===== config.mk =====
export PLATFORM = sky130hd
export DESIGN_NAME = cpmc_top
export DESIGN_NICKNAME = d
export VERILOG_FILES = /design/src/cpmc_pkg.sv /design/src/cpmc_top.sv /design/src/cpmc_pin_sync.sv /design/src/cpmc_warmup.sv
export SDC_FILE = /design/constraint.sdc
export NUM_CORES = 1
export LEC_CHECK = 0
export BUFFER_PORTS_ARGS = -buffer_cell sky130_fd_sc_hd__buf_4
export CAP_MARGIN = 5
export CORE_ASPECT_RATIO = 1.75
export CORE_MARGIN = 3
export CORE_UTILIZATION = 48
export DETAILED_ROUTE_END_ITERATION = 8
export PLACE_DENSITY_LB_ADDON = 0.25
export RECOVER_POWER = 50
export SLEW_MARGIN = 20
export SYNTH_ARGS = -nofsm -noshare
export SYNTH_HDL_FRONTEND = slang
export SYNTH_SLANG_ARGS = --single-unit

===== constraint.sdc =====
create_clock -name clk_sys -period 2.5 [get_ports clk_sys]
set_clock_uncertainty 0.2 [all_clocks]
set_input_delay 0.25 -clock clk_sys [delete_from_list [all_inputs] [get_ports clk_sys]]
set_output_delay 0.25 -clock clk_sys [all_outputs]
set_load 0.02 [all_outputs]

===== src/cpmc_pkg.sv =====
// package: constants and types for clock and power mode control
package cpmc_pkg;

  // **********
  // register map
  // **********
  localparam logic [7:0]  CPMC_CTRL_IDX  = 8'hCA;
  localparam logic [11:0] CPMC_CTRL_ADDR = {2'h0, CPMC_CTRL_IDX, 2'h0};
  localparam logic [11:0] CPMC_OPT_ADDR  = 12'h400;
  localparam logic [11:0] CPMC_STAT_ADDR = 12'h404;
  localparam int          CPMC_HSTOP_BIT = 1;
  localparam int          CPMC_SPEED_BIT = 2;
  localparam int          CPMC_MODE_LSB  = 3;
  localparam int          CPMC_HTYPE_LSB = 0;
  localparam int          CPMC_WDT_BIT   = 2;
  localparam logic [1:0]  CPMC_OKAY      = 2'h0;
  localparam logic [1:0]  CPMC_SLVERR    = 2'h2;

  // **********
  // encodings
  // **********
  localparam logic [1:0] CPMC_MODE_NORMAL = 2'h0;
  localparam logic [1:0] CPMC_MODE_SLEEP  = 2'h1;
  localparam logic [1:0] CPMC_MODE_GREEN  = 2'h2;
  localparam logic [1:0] CPMC_HCLK_RC     = 2'h0;
  localparam logic [1:0] CPMC_HCLK_32K    = 2'h1;
  localparam logic [1:0] CPMC_HCLK_12M    = 2'h2;
  localparam logic [1:0] CPMC_HCLK_4M     = 2'h3;

  // **********
  // reset values and counts
  // **********
  localparam logic [1:0]  CPMC_HTYPE_RST   = CPMC_HCLK_12M;
  localparam logic        CPMC_WDT_RST     = 1'h1;
  localparam logic [1:0]  CPMC_SLOW_LAST   = 2'h3;
  localparam logic [11:0] CPMC_WAKE_CLKS   = 12'h800;
  localparam logic [11:0] CPMC_RC_START    = 12'h010;
  localparam logic [11:0] CPMC_XTAL_START  = 12'h800;

  typedef enum logic [2:0] {
    CPMC_ST_BOOT  = 3'b000,
    CPMC_ST_RUN   = 3'b001,
    CPMC_ST_GREEN = 3'b010,
    CPMC_ST_SLEEP = 3'b011,
    CPMC_ST_WAKE  = 3'b100
  } cpmc_state_t;

  typedef struct packed {
    logic [1:0] cpu_mode_field;
    logic       clock_speed_select;
    logic       high_osc_stop;
  } cpmc_ctrl_t;

  typedef struct packed {
    logic       wdt_enable;
    logic [1:0] hclk_type;
  } cpmc_opt_t;

endpackage


===== src/cpmc_top.sv =====
// clock source selection and operating mode control with axi4-lite registers
`timescale 1ns/10ps

// Functional notes
// - slow mode instruction rate is the low rc clock divided by four.
// - low rc stops only in power-down, or green with 32k type and no watchdog.
// - no separate control switches off the low rc oscillator.
// - high clock type option sets crystal drive: 12m, 4m or 32k.
// - rc type takes rc or external clock on input pin; output pin becomes gpio.
// - reset holds until selected high oscillator has started; rc short, crystal long.
// - low rc clocks the watchdog and, when speed select is 1, the system.
// - four modes: normal, slow, power-down and green, chosen by software.
// - power-down resumes only on wakeup pin or reset, then enters normal mode.
// - green without timer 0 wakeup resumes on pin or reset to previous mode.
// - green also wakes on timer 0 overflow when its run enable is set.
// - watchdog runs by its option alone, in every mode but power-down, where the stopped low rc gives it no ticks.
// - cpu mode field: 00 normal, 01 power-down, 10 green, 11 reserved.
// - speed select 0 picks high clock, 1 picks internal low clock.
// - stop bit 1 halts the high oscillator, low rc keeps running.
// - wake from power-down waits 2048 high oscillator clocks, then normal.
module cpmc_top (
  input  wire logic        clk_sys,
  input  wire logic        rst,
  input  wire logic [11:0] s_axi_awaddr,
  input  wire logic        s_axi_awvalid,
  output logic             s_axi_awready,
  input  wire logic [31:0] s_axi_wdata,
  input  wire logic [3:0]  s_axi_wstrb,
  input  wire logic        s_axi_wvalid,
  output logic             s_axi_wready,
  output logic [1:0]       s_axi_bresp,
  output logic             s_axi_bvalid,
  input  wire logic        s_axi_bready,
  input  wire logic [11:0] s_axi_araddr,
  input  wire logic        s_axi_arvalid,
  output logic             s_axi_arready,
  output logic [31:0]      s_axi_rdata,
  output logic [1:0]       s_axi_rresp,
  output logic             s_axi_rvalid,
  input  wire logic        s_axi_rready,
  input  wire logic        hosc_clk_pin,
  input  wire logic        lrc_clk_pin,
  input  wire logic        wake_pin,
  input  wire logic        timer0_overflow,
  input  wire logic        timer0_run_enable,
  input  wire logic        timer1_run_enable,
  output logic             hosc_enable,
  output logic             lrc_enable,
  output logic [1:0]       xtal_drive,
  output logic             osc_out_gpio,
  output logic             sysclk_low_sel,
  output logic             cpu_cycle_en,
  output logic             cpu_exec_en,
  output logic             timer0_tick_en,
  output logic             timer1_tick_en,
  output logic             watchdog_run,
  output logic             watchdog_clk_en,
  output logic             irq_accept,
  output logic             reset_hold
);

  // **********
  // state and registers
  // **********
  cpmc_pkg::cpmc_state_t state_q;
  cpmc_pkg::cpmc_state_t state_d;
  cpmc_pkg::cpmc_ctrl_t  ctrl_q;
  cpmc_pkg::cpmc_ctrl_t  ctrl_d;
  cpmc_pkg::cpmc_opt_t   opt_q;
  cpmc_pkg::cpmc_opt_t   opt_d;
  logic [1:0]            div_q;
  logic                  aw_q;
  logic                  w_q;
  logic [11:0]           awaddr_q;
  logic [31:0]           wdata_q;
  logic                  wstrb0_q;
  logic                  bvalid_q;
  logic [1:0]            bresp_q;
  logic                  rvalid_q;
  logic [1:0]            rresp_q;
  logic [31:0]           rdata_q;

  // **********
  // pin synchronisers and warmup counter
  // **********
  logic        hosc_rise;
  logic        lrc_rise;
  logic        wake_change;
  logic        warm_start;
  logic        warm_done;
  logic        warm_busy;
  logic [11:0] warm_target;
  logic [11:0] boot_target;

  cpmc_pin_sync u_hosc_sync (
    .clk_sys (clk_sys),
    .rst     (rst),
    .pin_in  (hosc_clk_pin),
    .level   (),
    .rise    (hosc_rise),
    .change  ()
  );

  cpmc_pin_sync u_lrc_sync (
    .clk_sys (clk_sys),
    .rst     (rst),
    .pin_in  (lrc_clk_pin),
    .level   (),
    .rise    (lrc_rise),
    .change  ()
  );

  cpmc_pin_sync u_wake_sync (
    .clk_sys (clk_sys),
    .rst     (rst),
    .pin_in  (wake_pin),
    .level   (),
    .rise    (),
    .change  (wake_change)
  );

  // rc start-up is short, crystal start-up long
  assign boot_target = (opt_q.hclk_type == cpmc_pkg::CPMC_HCLK_RC) ?
                       cpmc_pkg::CPMC_RC_START : cpmc_pkg::CPMC_XTAL_START;
  assign warm_target = (state_q == cpmc_pkg::CPMC_ST_BOOT) ?
                       boot_target : cpmc_pkg::CPMC_WAKE_CLKS;

  cpmc_warmup u_warmup (
    .clk_sys (clk_sys),
    .rst     (rst),
    .start   (warm_start),
    .tick    (hosc_rise),
    .target  (warm_target),
    .busy    (warm_busy),
    .done    (warm_done)
  );

  // **********
  // mode decode
  // **********
  logic st_run;
  logic st_green;
  logic st_sleep;
  logic st_wake;
  logic st_boot;
  logic is_32k;
  logic green_wake;
  logic sleep_wake;
  logic ovf_wake;

  assign st_run     = (state_q == cpmc_pkg::CPMC_ST_RUN);
  assign st_green   = (state_q == cpmc_pkg::CPMC_ST_GREEN);
  assign st_sleep   = (state_q == cpmc_pkg::CPMC_ST_SLEEP);
  assign st_wake    = (state_q == cpmc_pkg::CPMC_ST_WAKE);
  assign st_boot    = (state_q == cpmc_pkg::CPMC_ST_BOOT);
  assign is_32k     = (opt_q.hclk_type == cpmc_pkg::CPMC_HCLK_32K);
  assign ovf_wake   = timer0_overflow & timer0_run_enable;
  assign green_wake = st_green & (wake_change | ovf_wake);
  assign sleep_wake = st_sleep & wake_change;
  assign warm_start = sleep_wake;

  // **********
  // operating mode state machine
  // **********
  always_comb begin
    state_d = state_q;
    case (state_q)
      cpmc_pkg::CPMC_ST_BOOT: begin
        if (warm_done) begin
          state_d = cpmc_pkg::CPMC_ST_RUN;
        end
      end
      cpmc_pkg::CPMC_ST_RUN: begin
        if (ctrl_q.cpu_mode_field == cpmc_pkg::CPMC_MODE_SLEEP) begin
          state_d = cpmc_pkg::CPMC_ST_SLEEP;
        end else if (ctrl_q.cpu_mode_field == cpmc_pkg::CPMC_MODE_GREEN) begin
          state_d = cpmc_pkg::CPMC_ST_GREEN;
        end
      end
      cpmc_pkg::CPMC_ST_GREEN: begin
        if (green_wake) begin
          state_d = cpmc_pkg::CPMC_ST_RUN;
        end
      end
      cpmc_pkg::CPMC_ST_SLEEP: begin
        if (sleep_wake) begin
          state_d = cpmc_pkg::CPMC_ST_WAKE;
        end
      end
      cpmc_pkg::CPMC_ST_WAKE: begin
        if (warm_done) begin
          state_d = cpmc_pkg::CPMC_ST_RUN;
        end
      end
      default: begin
        state_d = cpmc_pkg::CPMC_ST_BOOT;
      end
    endcase
  end

  always_ff @(posedge clk_sys) begin
    if (rst) begin
      state_q <= cpmc_pkg::CPMC_ST_BOOT;
    end else begin
      state_q <= state_d;
    end
  end

  // **********
  // axi4-lite write channel
  // **********
  logic wr_fire;
  logic wr_ctrl;
  logic wr_opt;
  logic wr_hit;

  assign s_axi_awready = ~aw_q & ~bvalid_q;
  assign s_axi_wready  = ~w_q & ~bvalid_q;
  assign wr_fire       = aw_q & w_q;
  assign wr_ctrl       = wr_fire & wstrb0_q & (awaddr_q == cpmc_pkg::CPMC_CTRL_ADDR);
  assign wr_opt        = wr_fire & wstrb0_q & (awaddr_q == cpmc_pkg::CPMC_OPT_ADDR);
  assign wr_hit        = (awaddr_q == cpmc_pkg::CPMC_CTRL_ADDR) |
                         (awaddr_q == cpmc_pkg::CPMC_OPT_ADDR) |
                         (awaddr_q == cpmc_pkg::CPMC_STAT_ADDR);
  assign s_axi_bvalid  = bvalid_q;
  assign s_axi_bresp   = bresp_q;

  always_ff @(posedge clk_sys) begin
    if (rst) begin
      aw_q     <= 1'h0;
      w_q      <= 1'h0;
      awaddr_q <= 12'h000;
      wdata_q  <= 32'h0000_0000;
      wstrb0_q <= 1'h0;
      bvalid_q <= 1'h0;
      bresp_q  <= cpmc_pkg::CPMC_OKAY;
    end else begin
      if (s_axi_awvalid && s_axi_awready) begin
        aw_q     <= 1'h1;
        awaddr_q <= s_axi_awaddr;
      end
      if (s_axi_wvalid && s_axi_wready) begin
        w_q      <= 1'h1;
        wdata_q  <= s_axi_wdata;
        wstrb0_q <= s_axi_wstrb[0];
      end
      if (wr_fire) begin
        aw_q     <= 1'h0;
        w_q      <= 1'h0;
        bvalid_q <= 1'h1;
        bresp_q  <= wr_hit ? cpmc_pkg::CPMC_OKAY : cpmc_pkg::CPMC_SLVERR;
      end else if (bvalid_q && s_axi_bready) begin
        bvalid_q <= 1'h0;
      end
    end
  end

  // **********
  // oscillator mode and option registers
  // **********
  always_comb begin
    ctrl_d = ctrl_q;
    opt_d  = opt_q;
    if (wr_ctrl) begin
      ctrl_d.high_osc_stop      = wdata_q[cpmc_pkg::CPMC_HSTOP_BIT];
      ctrl_d.clock_speed_select = wdata_q[cpmc_pkg::CPMC_SPEED_BIT];
      ctrl_d.cpu_mode_field     = wdata_q[cpmc_pkg::CPMC_MODE_LSB +: 2];
    end
    if (wr_opt) begin
      opt_d.hclk_type  = wdata_q[cpmc_pkg::CPMC_HTYPE_LSB +: 2];
      opt_d.wdt_enable = wdata_q[cpmc_pkg::CPMC_WDT_BIT];
    end
    // wakeup returns the field to normal; hardware wins over a write
    if (green_wake) begin
      ctrl_d.cpu_mode_field = cpmc_pkg::CPMC_MODE_NORMAL;
    end
    if (sleep_wake) begin
      ctrl_d.cpu_mode_field     = cpmc_pkg::CPMC_MODE_NORMAL;
      ctrl_d.clock_speed_select = 1'h0;
      ctrl_d.high_osc_stop      = 1'h0;
    end
  end

  always_ff @(posedge clk_sys) begin
    if (rst) begin
      ctrl_q <= '0;
      opt_q  <= {cpmc_pkg::CPMC_WDT_RST, cpmc_pkg::CPMC_HTYPE_RST};
    end else begin
      ctrl_q <= ctrl_d;
      opt_q  <= opt_d;
    end
  end

  // **********
  // axi4-lite read channel
  // **********
  logic        rd_fire;
  logic [31:0] rd_mux;
  logic        rd_hit;
  logic [31:0] stat_word;
  logic [31:0] ctrl_word;
  logic [31:0] opt_word;

  assign s_axi_arready = ~rvalid_q;
  assign rd_fire       = s_axi_arvalid & ~rvalid_q;
  assign ctrl_word     = {27'h0000000, ctrl_q, 1'h0};
  assign opt_word      = {29'h00000000, opt_q};
  assign stat_word     = {24'h000000, reset_hold, 1'h0, hosc_enable, lrc_enable, st_run, state_q};
  assign rd_hit        = (s_axi_araddr == cpmc_pkg::CPMC_CTRL_ADDR) |
                         (s_axi_araddr == cpmc_pkg::CPMC_OPT_ADDR) |
                         (s_axi_araddr == cpmc_pkg::CPMC_STAT_ADDR);
  assign rd_mux        = (s_axi_araddr == cpmc_pkg::CPMC_CTRL_ADDR) ? ctrl_word :
                         (s_axi_araddr == cpmc_pkg::CPMC_OPT_ADDR)  ? opt_word  :
                         (s_axi_araddr == cpmc_pkg::CPMC_STAT_ADDR) ? stat_word :
                         32'h0000_0000;
  assign s_axi_rvalid  = rvalid_q;
  assign s_axi_rdata   = rdata_q;
  assign s_axi_rresp   = rresp_q;

  always_ff @(posedge clk_sys) begin
    if (rst) begin
      rvalid_q <= 1'h0;
      rdata_q  <= 32'h0000_0000;
      rresp_q  <= cpmc_pkg::CPMC_OKAY;
    end else if (rd_fire) begin
      rvalid_q <= 1'h1;
      rdata_q  <= rd_mux;
      rresp_q  <= rd_hit ? cpmc_pkg::CPMC_OKAY : cpmc_pkg::CPMC_SLVERR;
    end else if (s_axi_rready) begin
      rvalid_q <= 1'h0;
    end
  end

  // **********
  // slow mode divider
  // **********
  logic slow_tick;
  logic clk_live;

  assign slow_tick = lrc_rise & (div_q == cpmc_pkg::CPMC_SLOW_LAST);

  always_ff @(posedge clk_sys) begin
    if (rst) begin
      div_q <= 2'h0;
    end else if (lrc_rise) begin
      div_q <= div_q + 2'h1;
    end
  end

  // **********
  // oscillator, clock and execution outputs
  // **********
  // low rc has no enable of its own: only mode and options gate it
  assign lrc_enable      = ~st_sleep & ~(st_green & is_32k & ~opt_q.wdt_enable);
  assign hosc_enable     = st_boot | st_wake |
                           ((st_run | st_green) & ~ctrl_q.high_osc_stop);
  assign xtal_drive      = opt_q.hclk_type;
  assign osc_out_gpio    = (opt_q.hclk_type == cpmc_pkg::CPMC_HCLK_RC);
  assign sysclk_low_sel  = ctrl_q.clock_speed_select;
  assign clk_live        = st_run | st_green;
  assign cpu_cycle_en    = clk_live & (ctrl_q.clock_speed_select ? slow_tick : hosc_rise);
  assign cpu_exec_en     = cpu_cycle_en & st_run;
  assign timer0_tick_en  = cpu_cycle_en & timer0_run_enable;
  assign timer1_tick_en  = cpu_cycle_en & timer1_run_enable;
  assign watchdog_run    = opt_q.wdt_enable;
  assign watchdog_clk_en = opt_q.wdt_enable & lrc_rise;
  assign irq_accept      = clk_live;
  assign reset_hold      = st_boot & warm_busy;

endmodule


===== src/cpmc_pin_sync.sv =====
// two-stage synchroniser with rise and change pulses
`timescale 1ns/10ps
module cpmc_pin_sync (
  input  wire logic clk_sys,
  input  wire logic rst,
  input  wire logic pin_in,
  output logic      level,
  output logic      rise,
  output logic      change
);

  logic meta_q;
  logic sync_q;
  logic prev_q;

  always_ff @(posedge clk_sys) begin
    if (rst) begin
      meta_q <= 1'h0;
      sync_q <= 1'h0;
      prev_q <= 1'h0;
    end else begin
      meta_q <= pin_in;
      sync_q <= meta_q;
      prev_q <= sync_q;
    end
  end

  assign level  = sync_q;
  assign rise   = sync_q & ~prev_q;
  assign change = sync_q ^ prev_q;

endmodule


===== src/cpmc_warmup.sv =====
// counter of oscillator edges for start-up and wakeup delays
`timescale 1ns/10ps
module cpmc_warmup (
  input  wire logic        clk_sys,
  input  wire logic        rst,
  input  wire logic        start,
  input  wire logic        tick,
  input  wire logic [11:0] target,
  output logic             busy,
  output logic             done
);

  logic [11:0] cnt_q;
  logic        busy_q;
  logic        last;

  assign last = (cnt_q == target - 12'h001);
  assign done = busy_q & tick & last;
  assign busy = busy_q;

  always_ff @(posedge clk_sys) begin
    if (rst) begin
      busy_q <= 1'h1;
      cnt_q  <= 12'h000;
    end else if (start) begin
      busy_q <= 1'h1;
      cnt_q  <= 12'h000;
    end else if (done) begin
      busy_q <= 1'h0;
      cnt_q  <= 12'h000;
    end else if (busy_q && tick) begin
      cnt_q <= cnt_q + 12'h001;
    end
  end

endmodule


==> summary.txt <==
Synth
  – Fraction of registers with async set/reset: 0%
  – Largest area contributor in the netlist: dfxtp_1
  – Dominant synthesized flop cell: dfxtp_1
  – Post-Synth Simple-Gate Area: 27.7%
  – Register area share after synthesis: 42.2%
  – Largest cells by area after synthesis: dfxtp_1 42%, buf_4 6.8%, nand2_1 5.4%
  – Synth Area in Compound Gates: 11.9%
  – Distinct cells, synth: 48
  – Largest family of logic cells by synthesized area: simple AND/OR/NAND/NOR gates
  – Cells after synthesis: 361
  – EDFF count, synth: 0
  – Mapped cell area: 3080 um2
  – Adder-Cell Fraction of Synth Area: 0.812%
  – Synth Register Bits: 65
  – Multiplexer share of the synthesized area: 3.69%
  – Synth warn: 0
  – Synth Area in XOR/XNOR: 4.26%
  – Synth top area share: 42.2%
  – Syn Area/Cell: 8.54 um2

Timing
  – Final hold vios: 0
  – WHS: 43.1 ps
  – Unrepaired setup endpoints after global routing: no
  – Slew HR: 53.1%
  – Crit share post-route: 85.8%
  – Final setup fails: 0
  – Fin crit period: 2150 ps
  – Least-Margin Pin Slew: 701 ps
  – F_max: 466 MHz
  – Max-slew violation count: 0
  – Setup TNS: 0 ps

Drt
  – TritonRoute pass-1 iters: 4
  – First-iteration detailed-routing DRC count: 103
  – Final ANT Viol Nets: 0
  – Drt drc: 0
  – Wire per inst: 14.0 um
  – Number of vias per cell: 5.18
  – Routed WL: 7460 um
  – Vias: 2773

Layout
  – Area of the multi-input gates: 1590 um2
  – Fin area: 3930 um2
  – Area Overhead vs Synth: 27.4%
  – Share of layout cells above drive strength 1: 17.6%
  – N_diodes: 0
  – Most frequent cells in the layout: 65 x dfxtp_1, 48 x buf_4, 44 x nand2_1
  – Nets: 525
  – FF/Latch Area: 1300 um2
  – Fillers: 567
  – Most common cell after layout, fill and taps aside: dfxtp_1

Placed design
  – HPWL Detailed: 5450 um
  – PortBufs: 70
  – Post-DP Area: 3550 um2
  – GPL Wtd Cong: 0.789

Floorplanning
  – IO Count: 128
  – Initial Util: 49.5%
  – Num rows: 38
  – Core footprint: 6230 um2
  – Die Area: 7460 um2
  – Die width: 66.6 um
  – Die height: 112 um

CTS
  – CTS tree: done
  – Root Buffer: clkbuf_8
  – Clk_lat worst skew: 340 ps
  – Bufs on Longest Clock Path: 2
  – CTS clock-pin slew for the worst setup and hold paths: 60 ps
  – Total CTS buffers: 9
  – Clock sinks: 65
  – H-tree depth: 3

Setup path
  – Top delay family on crit path: flip-flops
  – Critical Path Sink: timer1_tick_en
  – Worst setup startpoint: state_q[0]
  – Reg2reg setup slack: 440 ps
  – Critical path's slowest cell: dfxtp_1
  – Critical path required time: 2050 ps
  – Crit. End Element: output port
  – Crit path cell chain: xnor2_1, nor3_1, and2_1, buf_4
  – R2r startpoint: u_warmup.cnt_q[4]
  – Crit Path Category: flop to output port
  – Arr. time, crit path: 1700 ps
  – CP peak stage delay: 530 ps
  – Worst Setup Start Kind: flop
  – Critical Path Fanout Max: 11
  – R2R depth: 4
  – Worst path depth: 4
  – CP bufs+invs: 1
  – End of the worst register-to-register path: state_q[0]

Min path
  – HP Start: s_axi_araddr[2]
  – Worst hold-check path type: primary input to flop

GRT
  – Vias in the first global route: 2759
  – GRT Residual Overflow: 0
  – Largest net degree at the start of global routing: 45
  – GR Util All Layers: 21.5%
  – Initial antenna violation count: 0
  – First-pass GRT wire length: 12500 um

Power
  – Lkg Pwr: 1.55 nW
  – Net Sw Power: 0.581 mW
  – Sequential Power Share: 48.1%
  – Int Power: 1.71 mW
  – Peak supply drop: 380 uV
  – Logic gate share of total power: 12.1%
  – Switching part of the total: 25.4%
  – PwrDens: 583 nW/um2
  – Fraction of power consumed by the clock network: 39.8%

Run
  – Max_cap viols: 0

Outcome
  – Status: completed
power by group through the flow:
stage	combinational, mW	sequential [mW]	clock, mW
global route	0.305	1.11	0.973
global placement	0.250	1.12	0
finish	0.277	1.10	0.910
CTS	0.284	1.10	0.929
detailed placement	0.253	1.13	0
floorplan	0.188	1.12	0
Yosys cell counts (6+ instances only):
cell and n:
buf_4 28, nor4_1 7, dfxtp_1 65, nor2b_1 13, nor2_1 19, and2_1 6
o21ai_0 12, nand3_1 18, mux2i_1 8, nor3_1 19, clkbuf_1 16, xnor2_1 10
nand4_1 6, nand2_1 44, a21oi_1 30
worst min-delay path by stage:
| stage | to | cells after the start | slack [ps] |
|---|---|---|---|
| after global routing | s_axi_rresp[1] | 3 | 50 |
| after CTS | s_axi_rdata[7] | 3 | 20 |
| after global placement | u_lrc_sync.level | 1 | 220 |
| after floorplan | s_axi_rvalid | 1 | 150 |
| after detailed placement | u_lrc_sync.level | 1 | 220 |
| final | s_axi_rdata[7] | 3 | 40 |
worst register-to-register path: stages, from the launching register on:
cell and delay, ps:
dfxtp_1 360, or4_1 540, nor4_1 260, a22o_2 390
o221a_2 240
sequential cells by signal, indices dropped and copies added, names as in the netlist, 2 cells and up:
signal,flops
state_q,3
u_warmup.cnt_q,12
xtal_drive,2
ctrl_q,3
awaddr_q,12
div_q,2
s_axi_rdata,7
wdata_q,5
metal layers:
layer / vias up / global-route usage [%] / share of wire (%)
li1: 1384 / - / -
met1: 1287 / 21.5 / 35
met2: 78 / 38.8 / 57
met3: 24 / 5.91 / 4.5
met4: 0 / 11.0 / 3.9
met5: - / 0 / 0
through the flow:
step | instances | power (mW) | util (%) | worst slack, ps
6_report | 535 | 2.29 | 63.0 | 354
5_1_grt | 535 | 2.39 | 63.0 | 177
4_1_cts | 535 | 2.32 | 64.2 | 328
3_5_place_dp | 495 | 1.38 | 57.0 | 463
3_3_place_gp | 495 | 1.37 | 57.0 | 495
2_1_floorplan | 387 | 1.31 | - | 437
repair_timing:
| item | CTS | global route |
|---|---|---|
| setup endpoints to repair | 0 | 0 |
| endpoints found under the hold margin | 23 | 0 |
| hold buffers | 24 | 0 |
| setup buffers | 0 | 0 |
| resized for setup | 0 | 0 |
area by class of cell:
class / instances / share of cell area (%)
Clock inverter: 4 / 1.31
Tap cell: 80 / 2.55
Multi-Input combinational cell: 273 / 40.5
Inverter: 5 / 0.478
Clock buffer: 12 / 3.95
Sequential cell: 65 / 33.1
Timing Repair Buffer: 96 / 18.1
cell families (layout without fill, tap and decap cells):
| kind of cell | Yosys count | in the layout |
|---|---|---|
| compound gates | 61 | 61 |
| simple gates | 157 | 157 |
| mux | 11 | 11 |
| xor+xnor | 15 | 15 |
| flops | 65 | 65 |
| buf+inv | 49 | 117 |
| other cells | 1 | 27 |
| fa+ha+maj | 2 | 2 |
(Power assumes the default switching activity.)
